==> src/logic/sbsr_consts.svh <==
// Register offsets, field positions, reset values and codes for the status byte block
`ifndef SBSR_CONSTS_SVH
`define SBSR_CONSTS_SVH

// Register byte offsets
`define SBSR_OFF_STB     12'h000
`define SBSR_OFF_POLL    12'h004
`define SBSR_OFF_SRE     12'h008
`define SBSR_OFF_OPEV    12'h00C
`define SBSR_OFF_OPEN    12'h010
`define SBSR_OFF_QEV     12'h014
`define SBSR_OFF_QEN     12'h018
`define SBSR_OFF_ESR     12'h01C
`define SBSR_OFF_ESE     12'h020
`define SBSR_OFF_OQ      12'h024
`define SBSR_OFF_CMD     12'h028
`define SBSR_OFF_STAT    12'h02C

// Status byte bit positions
`define SBSR_BIT_QUES    3
`define SBSR_BIT_MAV     4
`define SBSR_BIT_ESB     5
`define SBSR_BIT_MSS     6
`define SBSR_BIT_OPER    7

// Standard event bits and reset values
`define SBSR_ESR_OPC     0
`define SBSR_ESR_RST     8'h80
`define SBSR_SRE_MASK    8'hBF

// Output queue
`define SBSR_OQ_DEPTH    5'h10
`define SBSR_OPC_REPLY   8'h01

// Command kinds in CMD[2:0]
`define SBSR_CMD_SEQ     3'h0
`define SBSR_CMD_PAR     3'h1
`define SBSR_CMD_WAI     3'h2
`define SBSR_CMD_OPCQ    3'h3
`define SBSR_CMD_OPCS    3'h4

`endif

==> src/logic/sbsr_pkg.sv <==
// Types for the status byte block
package sbsr_pkg;
   // Command sequencer states
   typedef enum logic [2:0] {
      SQ_IDLE = 3'b001,
      SQ_SEQ  = 3'b010,
      SQ_WAI  = 3'b100
   } sbsr_seq_t;

   // Transient trigger state codes
   typedef enum logic [2:0] {
      TRG_IDLE = 3'b001,
      TRG_ARM  = 3'b010,
      TRG_BUSY = 3'b100
   } sbsr_trig_t;
endpackage

==> src/logic/sbsr_top.sv <==
// Status byte, service request, output queue and command completion over APB
// Operation
// RULE_01: Status byte read returns contents, clears nothing, summary in bit 6.
// RULE_02: Serial poll returns latched request bit in bit 6 and clears it.
// RULE_03: Master summary is unlatched OR of enabled status byte bits.
// RULE_04: Requesting service raises SRQ and latches request bit into bit 6.
// RULE_05: Poll clear of request bit leaves all other status bits alone.
// RULE_06: Output queue is a FIFO holding messages until controller reads them.
// RULE_07: Bit 4 is set whenever the output queue holds a byte.
// RULE_08: Reading an event register clears it and its summary bit.
// RULE_09: Controller writes 8 to service enable for questionable requests.
// RULE_10: Questionable mask 11 passes bits 0, 1 and 3 into its summary.
// RULE_11: Sequential commands finish before the next; parallel ones overlap.
// RULE_12: Wait command stalls later commands until non-transient ops finish.
// RULE_13: Operation-complete query queues value 1 once nothing is pending.
// RULE_14: Operation-complete command sets the complete bit; commands go on.
// RULE_15: Trigger state reads as idle, armed or busy.
// RULE_16: Event registers latch asserted conditions until read, then clear.
// RULE_17: Enabled operation events OR into status byte bit 7.
// RULE_18: Enabled standard events OR into status byte bit 5.
// RULE_19: SRQ is released once a poll clears the request bit.
`include "sbsr_consts.svh"

module sbsr_top (
   input  wire logic        CLK,
   input  wire logic        RST,
   input  wire logic        PSEL,
   input  wire logic        PENABLE,
   input  wire logic        PWRITE,
   input  wire logic [11:0] PADDR,
   input  wire logic [31:0] PWDATA,
   output logic      [31:0] PRDATA,
   output logic             PREADY,
   output logic             PSLVERR,
   input  wire logic [15:0] OPER_COND,
   input  wire logic [15:0] QUES_COND,
   input  wire logic [7:0]  ESR_EVENTS,
   input  wire logic        MSG_VALID,
   input  wire logic [7:0]  MSG_DATA,
   output logic             MSG_READY,
   input  wire logic        SEQ_DONE,
   input  wire logic        PAR_BUSY,
   input  wire logic        TRANS_BUSY,
   input  wire logic        TRIG_ARMED,
   input  wire logic        TRIG_BUSY,
   output logic             CMD_START,
   output logic             CMD_PARALLEL,
   output logic      [7:0]  CMD_CODE,
   output logic             SRQ
);

   ////////////////////////////////////////////////////////////////////////////
   // Declarations
   logic [15:0]          oper_evt_ff, nxt_oper_evt;
   logic [15:0]          oper_en_ff,  nxt_oper_en;
   logic [15:0]          ques_evt_ff, nxt_ques_evt;
   logic [15:0]          ques_en_ff,  nxt_ques_en;
   logic [7:0]           esr_ff,      nxt_esr;
   logic [7:0]           ese_ff,      nxt_ese;
   logic [7:0]           sre_ff,      nxt_sre;
   logic                 rqs_ff,      nxt_rqs;
   logic                 mss_d_ff,    nxt_mss_d;
   logic [31:0]          prdata_ff,   nxt_prdata;
   logic [7:0]           oq_mem [0:15];
   logic [3:0]           wr_ptr_ff,   nxt_wr_ptr;
   logic [3:0]           rd_ptr_ff,   nxt_rd_ptr;
   logic [4:0]           cnt_ff,      nxt_cnt;
   sbsr_pkg::sbsr_seq_t  seq_ff,      nxt_seq;
   sbsr_pkg::sbsr_trig_t trig_ff,     nxt_trig;
   logic                 opcq_ff,     nxt_opcq;
   logic                 opcs_ff,     nxt_opcs;
   logic                 start_ff,    nxt_start;
   logic                 par_ff,      nxt_par;
   logic [7:0]           code_ff,     nxt_code;
   logic                 rd_setup, acc, wr_acc, cmd_wr, mapped, ro_reg;
   logic                 oper_sum, ques_sum, esb, mav, mss, pending;
   logic [7:0]           stb_base;
   logic                 push, pop, opc_push, opc_set;
   logic [7:0]           push_data;
   logic [31:0]          rd_val;

   ////////////////////////////////////////////////////////////////////////////
   // Bus phase decode
   assign rd_setup = PSEL & ~PENABLE & ~PWRITE;
   assign acc      = PSEL & PENABLE;
   assign wr_acc   = acc & PWRITE & PREADY;
   assign cmd_wr   = wr_acc & (PADDR == `SBSR_OFF_CMD);

   // Address map check
   always_comb begin
      case (PADDR)
         `SBSR_OFF_STB, `SBSR_OFF_POLL, `SBSR_OFF_OPEV, `SBSR_OFF_QEV,
         `SBSR_OFF_ESR, `SBSR_OFF_OQ, `SBSR_OFF_STAT: begin
            mapped = 1'b1;
            ro_reg = 1'b1;
         end
         `SBSR_OFF_SRE, `SBSR_OFF_OPEN, `SBSR_OFF_QEN, `SBSR_OFF_ESE,
         `SBSR_OFF_CMD: begin
            mapped = 1'b1;
            ro_reg = 1'b0;
         end
         default: begin
            mapped = 1'b0;
            ro_reg = 1'b0;
         end
      endcase
   end

   // Command writes stall while a sequential or wait command is open
   assign PREADY  = ~(acc & PWRITE & (PADDR == `SBSR_OFF_CMD)
                    & (seq_ff != sbsr_pkg::SQ_IDLE)); // RULE_11 RULE_12
   assign PSLVERR = acc & PREADY & (~mapped | (PWRITE & ro_reg));
   assign PRDATA  = prdata_ff;

   ////////////////////////////////////////////////////////////////////////////
   // Summary bits and status byte
   assign ques_sum = |(ques_evt_ff & ques_en_ff); // RULE_10
   assign oper_sum = |(oper_evt_ff & oper_en_ff); // RULE_17
   assign esb      = |(esr_ff & ese_ff); // RULE_18
   assign mav      = (cnt_ff != 5'h00); // RULE_07

   // Bit 6 left clear here; filled by the read that needs it
   always_comb begin
      stb_base                 = 8'h00;
      stb_base[`SBSR_BIT_QUES] = ques_sum;
      stb_base[`SBSR_BIT_MAV]  = mav;
      stb_base[`SBSR_BIT_ESB]  = esb;
      stb_base[`SBSR_BIT_OPER] = oper_sum;
   end

   // Live summary of enabled reasons for service
   assign mss = |(stb_base & sre_ff); // RULE_03 RULE_09

   ////////////////////////////////////////////////////////////////////////////
   // Read data mux, captured at the setup edge with its side effects
   always_comb begin
      rd_val = 32'h0000_0000;
      case (PADDR)
         `SBSR_OFF_STB: begin
            rd_val[7:0]          = stb_base; // RULE_01
            rd_val[`SBSR_BIT_MSS] = mss; // RULE_01
         end
         `SBSR_OFF_POLL: begin
            rd_val[7:0]          = stb_base; // RULE_02
            rd_val[`SBSR_BIT_MSS] = rqs_ff; // RULE_02
         end
         `SBSR_OFF_SRE:  rd_val[7:0]  = sre_ff;
         `SBSR_OFF_OPEV: rd_val[15:0] = oper_evt_ff;
         `SBSR_OFF_OPEN: rd_val[15:0] = oper_en_ff;
         `SBSR_OFF_QEV:  rd_val[15:0] = ques_evt_ff;
         `SBSR_OFF_QEN:  rd_val[15:0] = ques_en_ff;
         `SBSR_OFF_ESR:  rd_val[7:0]  = esr_ff;
         `SBSR_OFF_ESE:  rd_val[7:0]  = ese_ff;
         `SBSR_OFF_OQ: begin
            rd_val[7:0] = oq_mem[rd_ptr_ff];
            rd_val[8]   = mav;
         end
         `SBSR_OFF_STAT: begin
            rd_val[2:0]  = trig_ff; // RULE_15
            rd_val[5:3]  = seq_ff;
            rd_val[6]    = opcq_ff;
            rd_val[7]    = opcs_ff;
            rd_val[12:8] = cnt_ff;
         end
         default: rd_val = 32'h0000_0000;
      endcase
      if (!mapped) begin
         rd_val = 32'h0000_0000;
      end
   end

   // Read data register
   always_comb begin
      nxt_prdata = rd_setup ? rd_val : prdata_ff;
   end

   always_ff @(posedge CLK or posedge RST) begin
      if (RST) begin
         prdata_ff <= 32'h0000_0000;
      end else begin
         prdata_ff <= nxt_prdata;
      end
   end

   ////////////////////////////////////////////////////////////////////////////
   // Event and enable registers; a new condition beats a read clear
   always_comb begin
      nxt_oper_evt = ((rd_setup & (PADDR == `SBSR_OFF_OPEV)) ? 16'h0000
                      : oper_evt_ff) | OPER_COND; // RULE_16 RULE_08
      nxt_ques_evt = ((rd_setup & (PADDR == `SBSR_OFF_QEV)) ? 16'h0000
                      : ques_evt_ff) | QUES_COND; // RULE_16 RULE_08
      nxt_esr      = ((rd_setup & (PADDR == `SBSR_OFF_ESR)) ? 8'h00
                      : esr_ff) | ESR_EVENTS; // RULE_16 RULE_08
      nxt_esr[`SBSR_ESR_OPC] = nxt_esr[`SBSR_ESR_OPC] | opc_set; // RULE_14
      nxt_oper_en  = oper_en_ff;
      nxt_ques_en  = ques_en_ff;
      nxt_ese      = ese_ff;
      nxt_sre      = sre_ff;
      if (wr_acc) begin
         case (PADDR)
            `SBSR_OFF_OPEN: nxt_oper_en = PWDATA[15:0];
            `SBSR_OFF_QEN:  nxt_ques_en = PWDATA[15:0]; // RULE_10
            `SBSR_OFF_ESE:  nxt_ese     = PWDATA[7:0];
            `SBSR_OFF_SRE:  nxt_sre     = PWDATA[7:0] & `SBSR_SRE_MASK; // RULE_09
            default:        nxt_sre     = sre_ff;
         endcase
      end
   end

   always_ff @(posedge CLK or posedge RST) begin
      if (RST) begin
         oper_evt_ff <= 16'h0000;
         ques_evt_ff <= 16'h0000;
         esr_ff      <= `SBSR_ESR_RST;
         oper_en_ff  <= 16'h0000;
         ques_en_ff  <= 16'h0000;
         ese_ff      <= 8'h00;
         sre_ff      <= 8'h00;
      end else begin
         oper_evt_ff <= nxt_oper_evt;
         ques_evt_ff <= nxt_ques_evt;
         esr_ff      <= nxt_esr;
         oper_en_ff  <= nxt_oper_en;
         ques_en_ff  <= nxt_ques_en;
         ese_ff      <= nxt_ese;
         sre_ff      <= nxt_sre;
      end
   end

   ////////////////////////////////////////////////////////////////////////////
   // Request service latch; a new request beats the poll clear
   always_comb begin
      nxt_mss_d = mss;
      nxt_rqs   = (mss & ~mss_d_ff)
                | (rqs_ff & ~(rd_setup & (PADDR == `SBSR_OFF_POLL))); // RULE_04 RULE_05
   end

   always_ff @(posedge CLK or posedge RST) begin
      if (RST) begin
         rqs_ff   <= 1'b0;
         mss_d_ff <= 1'b0;
      end else begin
         rqs_ff   <= nxt_rqs;
         mss_d_ff <= nxt_mss_d;
      end
   end

   // Service request line follows the latch
   assign SRQ = rqs_ff; // RULE_04 RULE_19

   ////////////////////////////////////////////////////////////////////////////
   // Output queue: completion reply has priority over device messages
   assign pending   = PAR_BUSY | TRANS_BUSY | (seq_ff != sbsr_pkg::SQ_IDLE);
   assign opc_push  = opcq_ff & ~pending & (cnt_ff != `SBSR_OQ_DEPTH); // RULE_13
   assign MSG_READY = (cnt_ff != `SBSR_OQ_DEPTH) & ~opc_push;
   assign push      = opc_push | (MSG_VALID & MSG_READY); // RULE_06
   assign push_data = opc_push ? `SBSR_OPC_REPLY : MSG_DATA; // RULE_13
   assign pop       = rd_setup & (PADDR == `SBSR_OFF_OQ) & mav; // RULE_06

   // Pointer and fill count next values
   always_comb begin
      nxt_wr_ptr = push ? wr_ptr_ff + 4'h1 : wr_ptr_ff;
      nxt_rd_ptr = pop ? rd_ptr_ff + 4'h1 : rd_ptr_ff;
      nxt_cnt    = cnt_ff + {4'h0, push} - {4'h0, pop};
   end

   always_ff @(posedge CLK or posedge RST) begin
      if (RST) begin
         wr_ptr_ff <= 4'h0;
         rd_ptr_ff <= 4'h0;
         cnt_ff    <= 5'h00;
      end else begin
         wr_ptr_ff <= nxt_wr_ptr;
         rd_ptr_ff <= nxt_rd_ptr;
         cnt_ff    <= nxt_cnt;
      end
   end

   // Queue storage, no reset needed behind the pointers
   always_ff @(posedge CLK) begin
      if (push) begin
         oq_mem[wr_ptr_ff] <= push_data;
      end
   end

   ////////////////////////////////////////////////////////////////////////////
   // Command sequencer and completion flags
   always_comb begin
      nxt_seq   = seq_ff;
      nxt_opcq  = opcq_ff & ~opc_push;
      nxt_opcs  = opcs_ff & pending;
      nxt_start = 1'b0;
      nxt_par   = par_ff;
      nxt_code  = code_ff;
      opc_set   = opcs_ff & ~pending; // RULE_14
      case (seq_ff)
         sbsr_pkg::SQ_IDLE: begin
            if (cmd_wr) begin
               nxt_code = PWDATA[15:8];
               case (PWDATA[2:0])
                  `SBSR_CMD_SEQ: begin
                     nxt_start = 1'b1;
                     nxt_par   = 1'b0;
                     nxt_seq   = sbsr_pkg::SQ_SEQ; // RULE_11
                  end
                  `SBSR_CMD_PAR: begin
                     nxt_start = 1'b1;
                     nxt_par   = 1'b1; // RULE_11
                  end
                  `SBSR_CMD_WAI:  nxt_seq  = sbsr_pkg::SQ_WAI; // RULE_12
                  `SBSR_CMD_OPCQ: nxt_opcq = 1'b1; // RULE_13
                  `SBSR_CMD_OPCS: nxt_opcs = 1'b1; // RULE_14
                  default:        nxt_seq  = sbsr_pkg::SQ_IDLE;
               endcase
            end
         end
         sbsr_pkg::SQ_SEQ: begin
            if (SEQ_DONE) begin
               nxt_seq = sbsr_pkg::SQ_IDLE; // RULE_11
            end
         end
         sbsr_pkg::SQ_WAI: begin
            if (!PAR_BUSY) begin
               nxt_seq = sbsr_pkg::SQ_IDLE; // RULE_12
            end
         end
         default: nxt_seq = sbsr_pkg::SQ_IDLE;
      endcase
   end

   always_ff @(posedge CLK or posedge RST) begin
      if (RST) begin
         seq_ff   <= sbsr_pkg::SQ_IDLE;
         opcq_ff  <= 1'b0;
         opcs_ff  <= 1'b0;
         start_ff <= 1'b0;
         par_ff   <= 1'b0;
         code_ff  <= 8'h00;
      end else begin
         seq_ff   <= nxt_seq;
         opcq_ff  <= nxt_opcq;
         opcs_ff  <= nxt_opcs;
         start_ff <= nxt_start;
         par_ff   <= nxt_par;
         code_ff  <= nxt_code;
      end
   end

   assign CMD_START    = start_ff;
   assign CMD_PARALLEL = par_ff;
   assign CMD_CODE     = code_ff;

   ////////////////////////////////////////////////////////////////////////////
   // Trigger state capture, busy outranks armed
   always_comb begin
      if (TRIG_BUSY) begin
         nxt_trig = sbsr_pkg::TRG_BUSY; // RULE_15
      end else if (TRIG_ARMED) begin
         nxt_trig = sbsr_pkg::TRG_ARM;
      end else begin
         nxt_trig = sbsr_pkg::TRG_IDLE;
      end
   end

   always_ff @(posedge CLK or posedge RST) begin
      if (RST) begin
         trig_ff <= sbsr_pkg::TRG_IDLE;
      end else begin
         trig_ff <= nxt_trig;
      end
   end

endmodule // sbsr_top

==> config.mk <==
export PLATFORM = sky130hd
export DESIGN_NAME = sbsr_top
export DESIGN_NICKNAME = d
export VERILOG_FILES = /design/src/logic/sbsr_pkg.sv /design/src/logic/sbsr_top.sv
export VERILOG_INCLUDE_DIRS = /design/src /design/src/logic
export SDC_FILE = /design/constraint.sdc
export NUM_CORES = 1
export LEC_CHECK = 0
export BUFFER_PORTS_ARGS = -buffer_cell sky130_fd_sc_hd__clkbuf_2
export CORE_MARGIN = 1
export CORE_UTILIZATION = 63
export CTS_BUF_LIST = sky130_fd_sc_hd__clkbuf_8 sky130_fd_sc_hd__clkbuf_16
export CTS_CLUSTER_SIZE = 24
export DETAILED_ROUTE_END_ITERATION = 7
export GPL_TIMING_DRIVEN = 0
export MAX_ROUTING_LAYER = met4
export PLACE_DENSITY = 0.86
export SYNTH_ARGS = -nofsm -noshare
export SYNTH_HDL_FRONTEND = slang
export SYNTH_SLANG_ARGS = --single-unit
export TNS_END_PERCENT = 20
==> constraint.sdc <==
create_clock -name CLK -period 10.85 [get_ports CLK]
set_clock_uncertainty 0.15 [all_clocks]
set_input_delay 0.5425 -clock CLK [delete_from_list [all_inputs] [get_ports CLK]]
set_output_delay 0.5425 -clock CLK [all_outputs]
set_load 0.05 [all_outputs]
# Word-level counts from Yosys, hierarchy flattened
# Memories as Yosys holds them, arrays and structs flattened.
# Cells that the tools add are included.
# totals
in_bits,103
elab_cells,145
ram_bits,128
reg_bits,152
mem_count,1
output_inout_bits,46
# op_classes
muxes,30
n_reduce_logical,19
eq_ne,24
addsub,4
n_bitwise,47
# mem_list
memory,words,word_bits,rd,rd_clocked_by_memory_dff,write_ports,line_no,rtl
oq_mem,16,8,1,0,1,sbsr_top.sv:64,logic [7:0] oq_mem [0:15];
# op_table
operator,count
case mux 8 bit (11 select lines),1
== test 12 x 5 -> 1 bit (second input constant),4
== test 12 x 6 -> 1 bit (second input constant),4
two-way mux 16 bit,3
AND 16 bit,2
OR 16 bit,2
OR reduction 16 bit,2
AND 1 bit,26
== test 12 x 4 -> 1 bit (second input constant),2
case mux 4 bit (5 select lines),1
case mux 3 bit (3 select lines),2
AND 8 bit,2
two-way mux 8 bit,2
OR reduction 8 bit,2
two-way mux 1 bit,13
== test 12 x 3 -> 1 bit (second input constant),1
zero test 12 bit,1
two-way mux 3 bit,4
case mux 3 bit (4 select lines),1
OR reduction 12 bit,1
AND reduction 2 bit,5
== test 3 x 2 -> 1 bit (second input constant),3
adder 4 x 1 -> 4 bit (second input constant),2
!= test 2 bit (second input constant),4
other kinds (20),34

# Logic depth before layout (Yosys ltp)
# depth
depth_word,11
mapped_depth,14
mapped_depth_nobuf,13

# Worst setup path before layout
# No wires, ideal clock.
# synth_timing
path_kind,input to register
start,input port PADDR[1]
end,register cnt_ff[4]
setup_slack_ns,7.607
path_stages,14
required_ns,10.577
t_arrival_ns,2.970
setup_ns,0.123
n_path_buf,3
path_cell_list,buf_2 nor4b_2 and3_1 buf_4 and3_1 buf_2 ha_1 inv_1 ha_1 fa_1 a21oi_1 nor2_1 nor2_1 xnor2_1
# synth_between
elab_chain_cells,4
# synth_rtl
element,line_no,rtl
from (decl),sbsr_top.sv:30,"input wire logic [11:0] PADDR,"
== test 12 x 6 -> 1 bit,--,
AND 1 bit (2 in a row),sbsr_top.sv:258,assign pop = rd_setup & (PADDR == `SBSR_OFF_OQ) & mav;
net pop,sbsr_top.sv:78,"logic push, pop, opc_push, opc_set;"
subtractor 5 x 1 -> 5 bit,sbsr_top.sv:264,"nxt_cnt = cnt_ff + {4'h0, push} - {4'h0, pop};"
net nxt_cnt[4],sbsr_top.sv:67,"logic [4:0] cnt_ff, nxt_cnt;"
to (signal assigned),sbsr_top.sv:275,cnt_ff <= nxt_cnt;
to (decl),sbsr_top.sv:67,
# The timed path passes the listed nets, and every way through them passes these cells.
# A chain may end at the register's enable or synchronous reset.

# Final worst setup path
# layout_timing
start,register seq_ff[0]
end,register cnt_ff[4]
# layout_between
elab_chain_cells,11
# layout_rtl
element,line_no,rtl
from (decl),sbsr_top.sv:68,"sbsr_pkg::sbsr_seq_t seq_ff, nxt_seq;"
from (signal assigned),sbsr_top.sv:333,seq_ff <= sbsr_pkg::SQ_IDLE;
from (signal assigned),sbsr_top.sv:340,seq_ff <= nxt_seq;
!= test 3 x 1 -> 1 bit *,sbsr_top.sv:253,assign pending = PAR_BUSY | TRANS_BUSY | (seq_ff != sbsr_pkg::SQ_IDLE);
OR 1 bit *,sbsr_top.sv:253,
NOT 1 bit *,sbsr_top.sv:254,assign opc_push = opcq_ff & ~pending & (cnt_ff != `SBSR_OQ_DEPTH);
AND 1 bit * (2 in a row),sbsr_top.sv:254,
NOT 1 bit,sbsr_top.sv:255,assign MSG_READY = (cnt_ff != `SBSR_OQ_DEPTH) & ~opc_push;
AND 1 bit,sbsr_top.sv:255,
AND 1 bit,sbsr_top.sv:256,assign push = opc_push | (MSG_VALID & MSG_READY);
OR 1 bit *,sbsr_top.sv:256,
adder 5 x 1 -> 5 bit *,sbsr_top.sv:264,
subtractor 5 x 1 -> 5 bit *,sbsr_top.sv:264,
net nxt_cnt[4],sbsr_top.sv:67,
# The timed path passes the listed nets; every way through them passes the cells marked *.

==> results_dict.tcl <==
set metrics [dict create \
    fmax_mhz 278.4 \
    drc_errors 19 \
    min_period_ps 3592 \
    totalWireLength_um 30810 \
    grt_pass1_wl_um 46370 \
    fin_area_um2 13600 \
    gr-total-overflow 0 \
    worstPathArrival_ps 3900 \
    synth_seq_cells 264 \
    postSynthCellCount 802 \
    cts.sinks 264 \
    min_period_over_period_pct 33.11 \
    ys_types 78 \
    cts_buffers 27 \
    insertion_delay_ps 540 \
    wl_met2_um 15200 \
    initial_core_util_pct 65.10 \
    seqCellArea_um2 7251 \
    power.density_nw_per_um2 166.4 \
    layout.nets 1076 \
    avgSynthCellArea_um2 14.73 \
    n_fill_cell 1121 \
    drtIter0Drc 933 \
    port_buffers 111 \
    cts-root-buf "clkbuf_16" \
    wl_met3_um 2711 \
    dp.cells 1158 \
    grt_pass1_vias 8123 \
    cp_max_fo 7 \
    cp-start-kind "flip-flop" \
    vias 8049 \
    cts_buffer_depth 3 \
    multiInputGateArea_um2 4242 \
    fin_tns_setup_ps 0 \
    core_area_um2 18150 \
    finalHoldViolations 0 \
    finish.utilization_pct 74.92 \
    grt_start_max_net_pins 85 \
    hold_class "in -> reg" \
    cts-htree-levels 1 \
    dieArea_um2 19300 \
    ios 149 \
    ir_worst_vdd_mv 0.1748 \
    cts_tree "built" \
    hpwl_um 21640 \
    vias_per_cell 6.652 \
    syn2layout_area_growth_pct 15.08 \
    rsz0062_at_grt "false" \
    syn_area_um2 11810 \
    final-max-slew-violation-count 0 \
    ant_nets 0 \
    wl_per_cell_um 25.46 \
    gp_congestion 0.9854 \
    drive_above_1_share_pct 28.85 \
    synth-main-ff-cell "dfrtp_1" \
    cts.clk_slew.worst_paths_ps 60 \
    cp-end-kind "flip-flop" \
    status "finished, violations left" \
    die_w_um 138.9 \
    maxUsedRoutingLayer "met4" \
    antenna_found_initial 0 \
    instances_no_fill 1210 \
    setup_viol 0 \
    synth-edff-count 128 \
    failed_checks "DRC" \
    yosysWarnings 0 \
    wl_met1_um 11210 \
    final_common_cell "dfrtp_1" \
    first_pass_iters 8 \
    seq_area_frac_synth_pct 61.37 \
    grt_usage_pct 33.18 \
    place_area_um2 12740 \
    cts_resized 0 \
    row_count 49 \
    antenna_cells_inserted 0 \
    required_ps 11160 \
    postSynth.asyncResetShare_pct 51.52 \
    slew_headroom_pct 16.71 \
    worst_pin_slew_ps 1247 \
    worstSetupPathType "reg -> reg" \
    drv_cap 0 \
    die_y_um 138.9 \
    p_leak_nw 5.514 \
    p_total_mw 2.262 \
    most-common-layout-cells "dfrtp_1 (133), edfxtp_1 (128), clkbuf_2 (112), a21o_1 (44)" \
]
## per-stage QoR
step / hold WS [ps] / worst slack [ps]
2_1_floorplan: 242.8 / 6523
3_3_place_gp: 246.7 / 5070
3_5_place_dp: 260.2 / 7108
4_1_cts: 31.62 / 7257
5_1_grt: 37.51 / 7083
6_report: 35.88 / 7258
## final cells by class
class,count,share of cell area (%)
Sequential cell,264,53.33
Multi-Input combinational cell,485,31.20
Clock buffer,31,5.375
Buffer,56,2.448
Timing Repair Buffer,115,4.509
Tap cell,229,2.107
Clock inverter,18,0.6626
Inverter,12,0.3681
## critical path: stages, from the launching register on
cell and delay [ps]:
dfstp_2 580, or3b_1 500, nor4b_4 460, o21a_2 280, inv_1 140, ha_1 300
inv_1 40, ha_1 200, fa_1 430, a21oi_1 140, nor2_1 60, nor2_1 110
xnor2_1 130
## cells in the mapped netlist, types with 18 or more instances
cell / instances / area, µm²
dfrtp_1: 133 / 3328
edfxtp_1: 128 / 3844
a21o_1: 44 / 330.3
mux2_2: 33 / 371.6
nand2_1: 33 / 123.9
mux2i_1: 32 / 320.3
a22oi_1: 29 / 217.7
and2_1: 25 / 156.4
mux4_2: 25 / 563.0
buf_4: 22 / 165.2
a221oi_1: 18 / 157.7
mux2_1: 18 / 202.7
## state kept, by name, summed over array words and instances, names as in the netlist, 3 cells and up
signal	count
ques_evt_ff	16
trig_ff	3
CMD_CODE	8
sre_ff	7
oper_en_ff	16
oq_mem	128
seq_ff	3
PRDATA	16
cnt_ff	5
ques_en_ff	16
rd_ptr_ff	4
oper_evt_ff	16
esr_ff	8
ese_ff	8
wr_ptr_ff	4
## power breakdown
part           switching (mW)  internal [mW]  total (mW)  leakage [nW]
clock network           0.382          0.479       0.861         0.421
logic                   0.158         0.0897       0.247          2.28
registers              0.0326           1.12        1.15          2.81
## per-layer routing
| layer | up-vias | track usage (%) |
|---|---|---|
| met3 | 128 | 5.110 |
| met2 | 516 | 54.33 |
| li1 | 3407 | - |
| met5 | - | - |
| met1 | 3998 | 40.34 |
| met4 | 0 | 16.96 |
## worst paths after layout
kind,from,end,slack (ps),cells past startpoint
worst min-delay path,OPER_COND[12],oper_evt_ff[12],40,2
worst min register to register,mss_d_ff,SRQ,290,1
worst max register to register,seq_ff[0],cnt_ff[4],7260,12
max in group asynchronous,RST,oper_evt_ff[5],9320,4
min in group asynchronous,RST,oper_en_ff[6],470,3
worst max-delay path,seq_ff[0],cnt_ff[4],7260,12
## cells by family after synthesis
| logic type | count (synthesis) | synth area share [%] |
|---|---|---|
| flops | 264 | 61.37 |
| compound gates | 183 | 11.76 |
| simple gates | 148 | 8.208 |
| mux | 116 | 13.36 |
| buf+inv | 68 | 3.198 |
| fa+ha+maj | 12 | 1.334 |
| xor+xnor | 10 | 0.7414 |
| other cells | 1 | 0.03174 |
## timing repair
item,4_1_cts,5_1_grt
endpoints found under the hold margin,51,0
hold buffers,3,0
buffers inserted,0,0
Note: power is estimated with default switching activity, not from simulation.
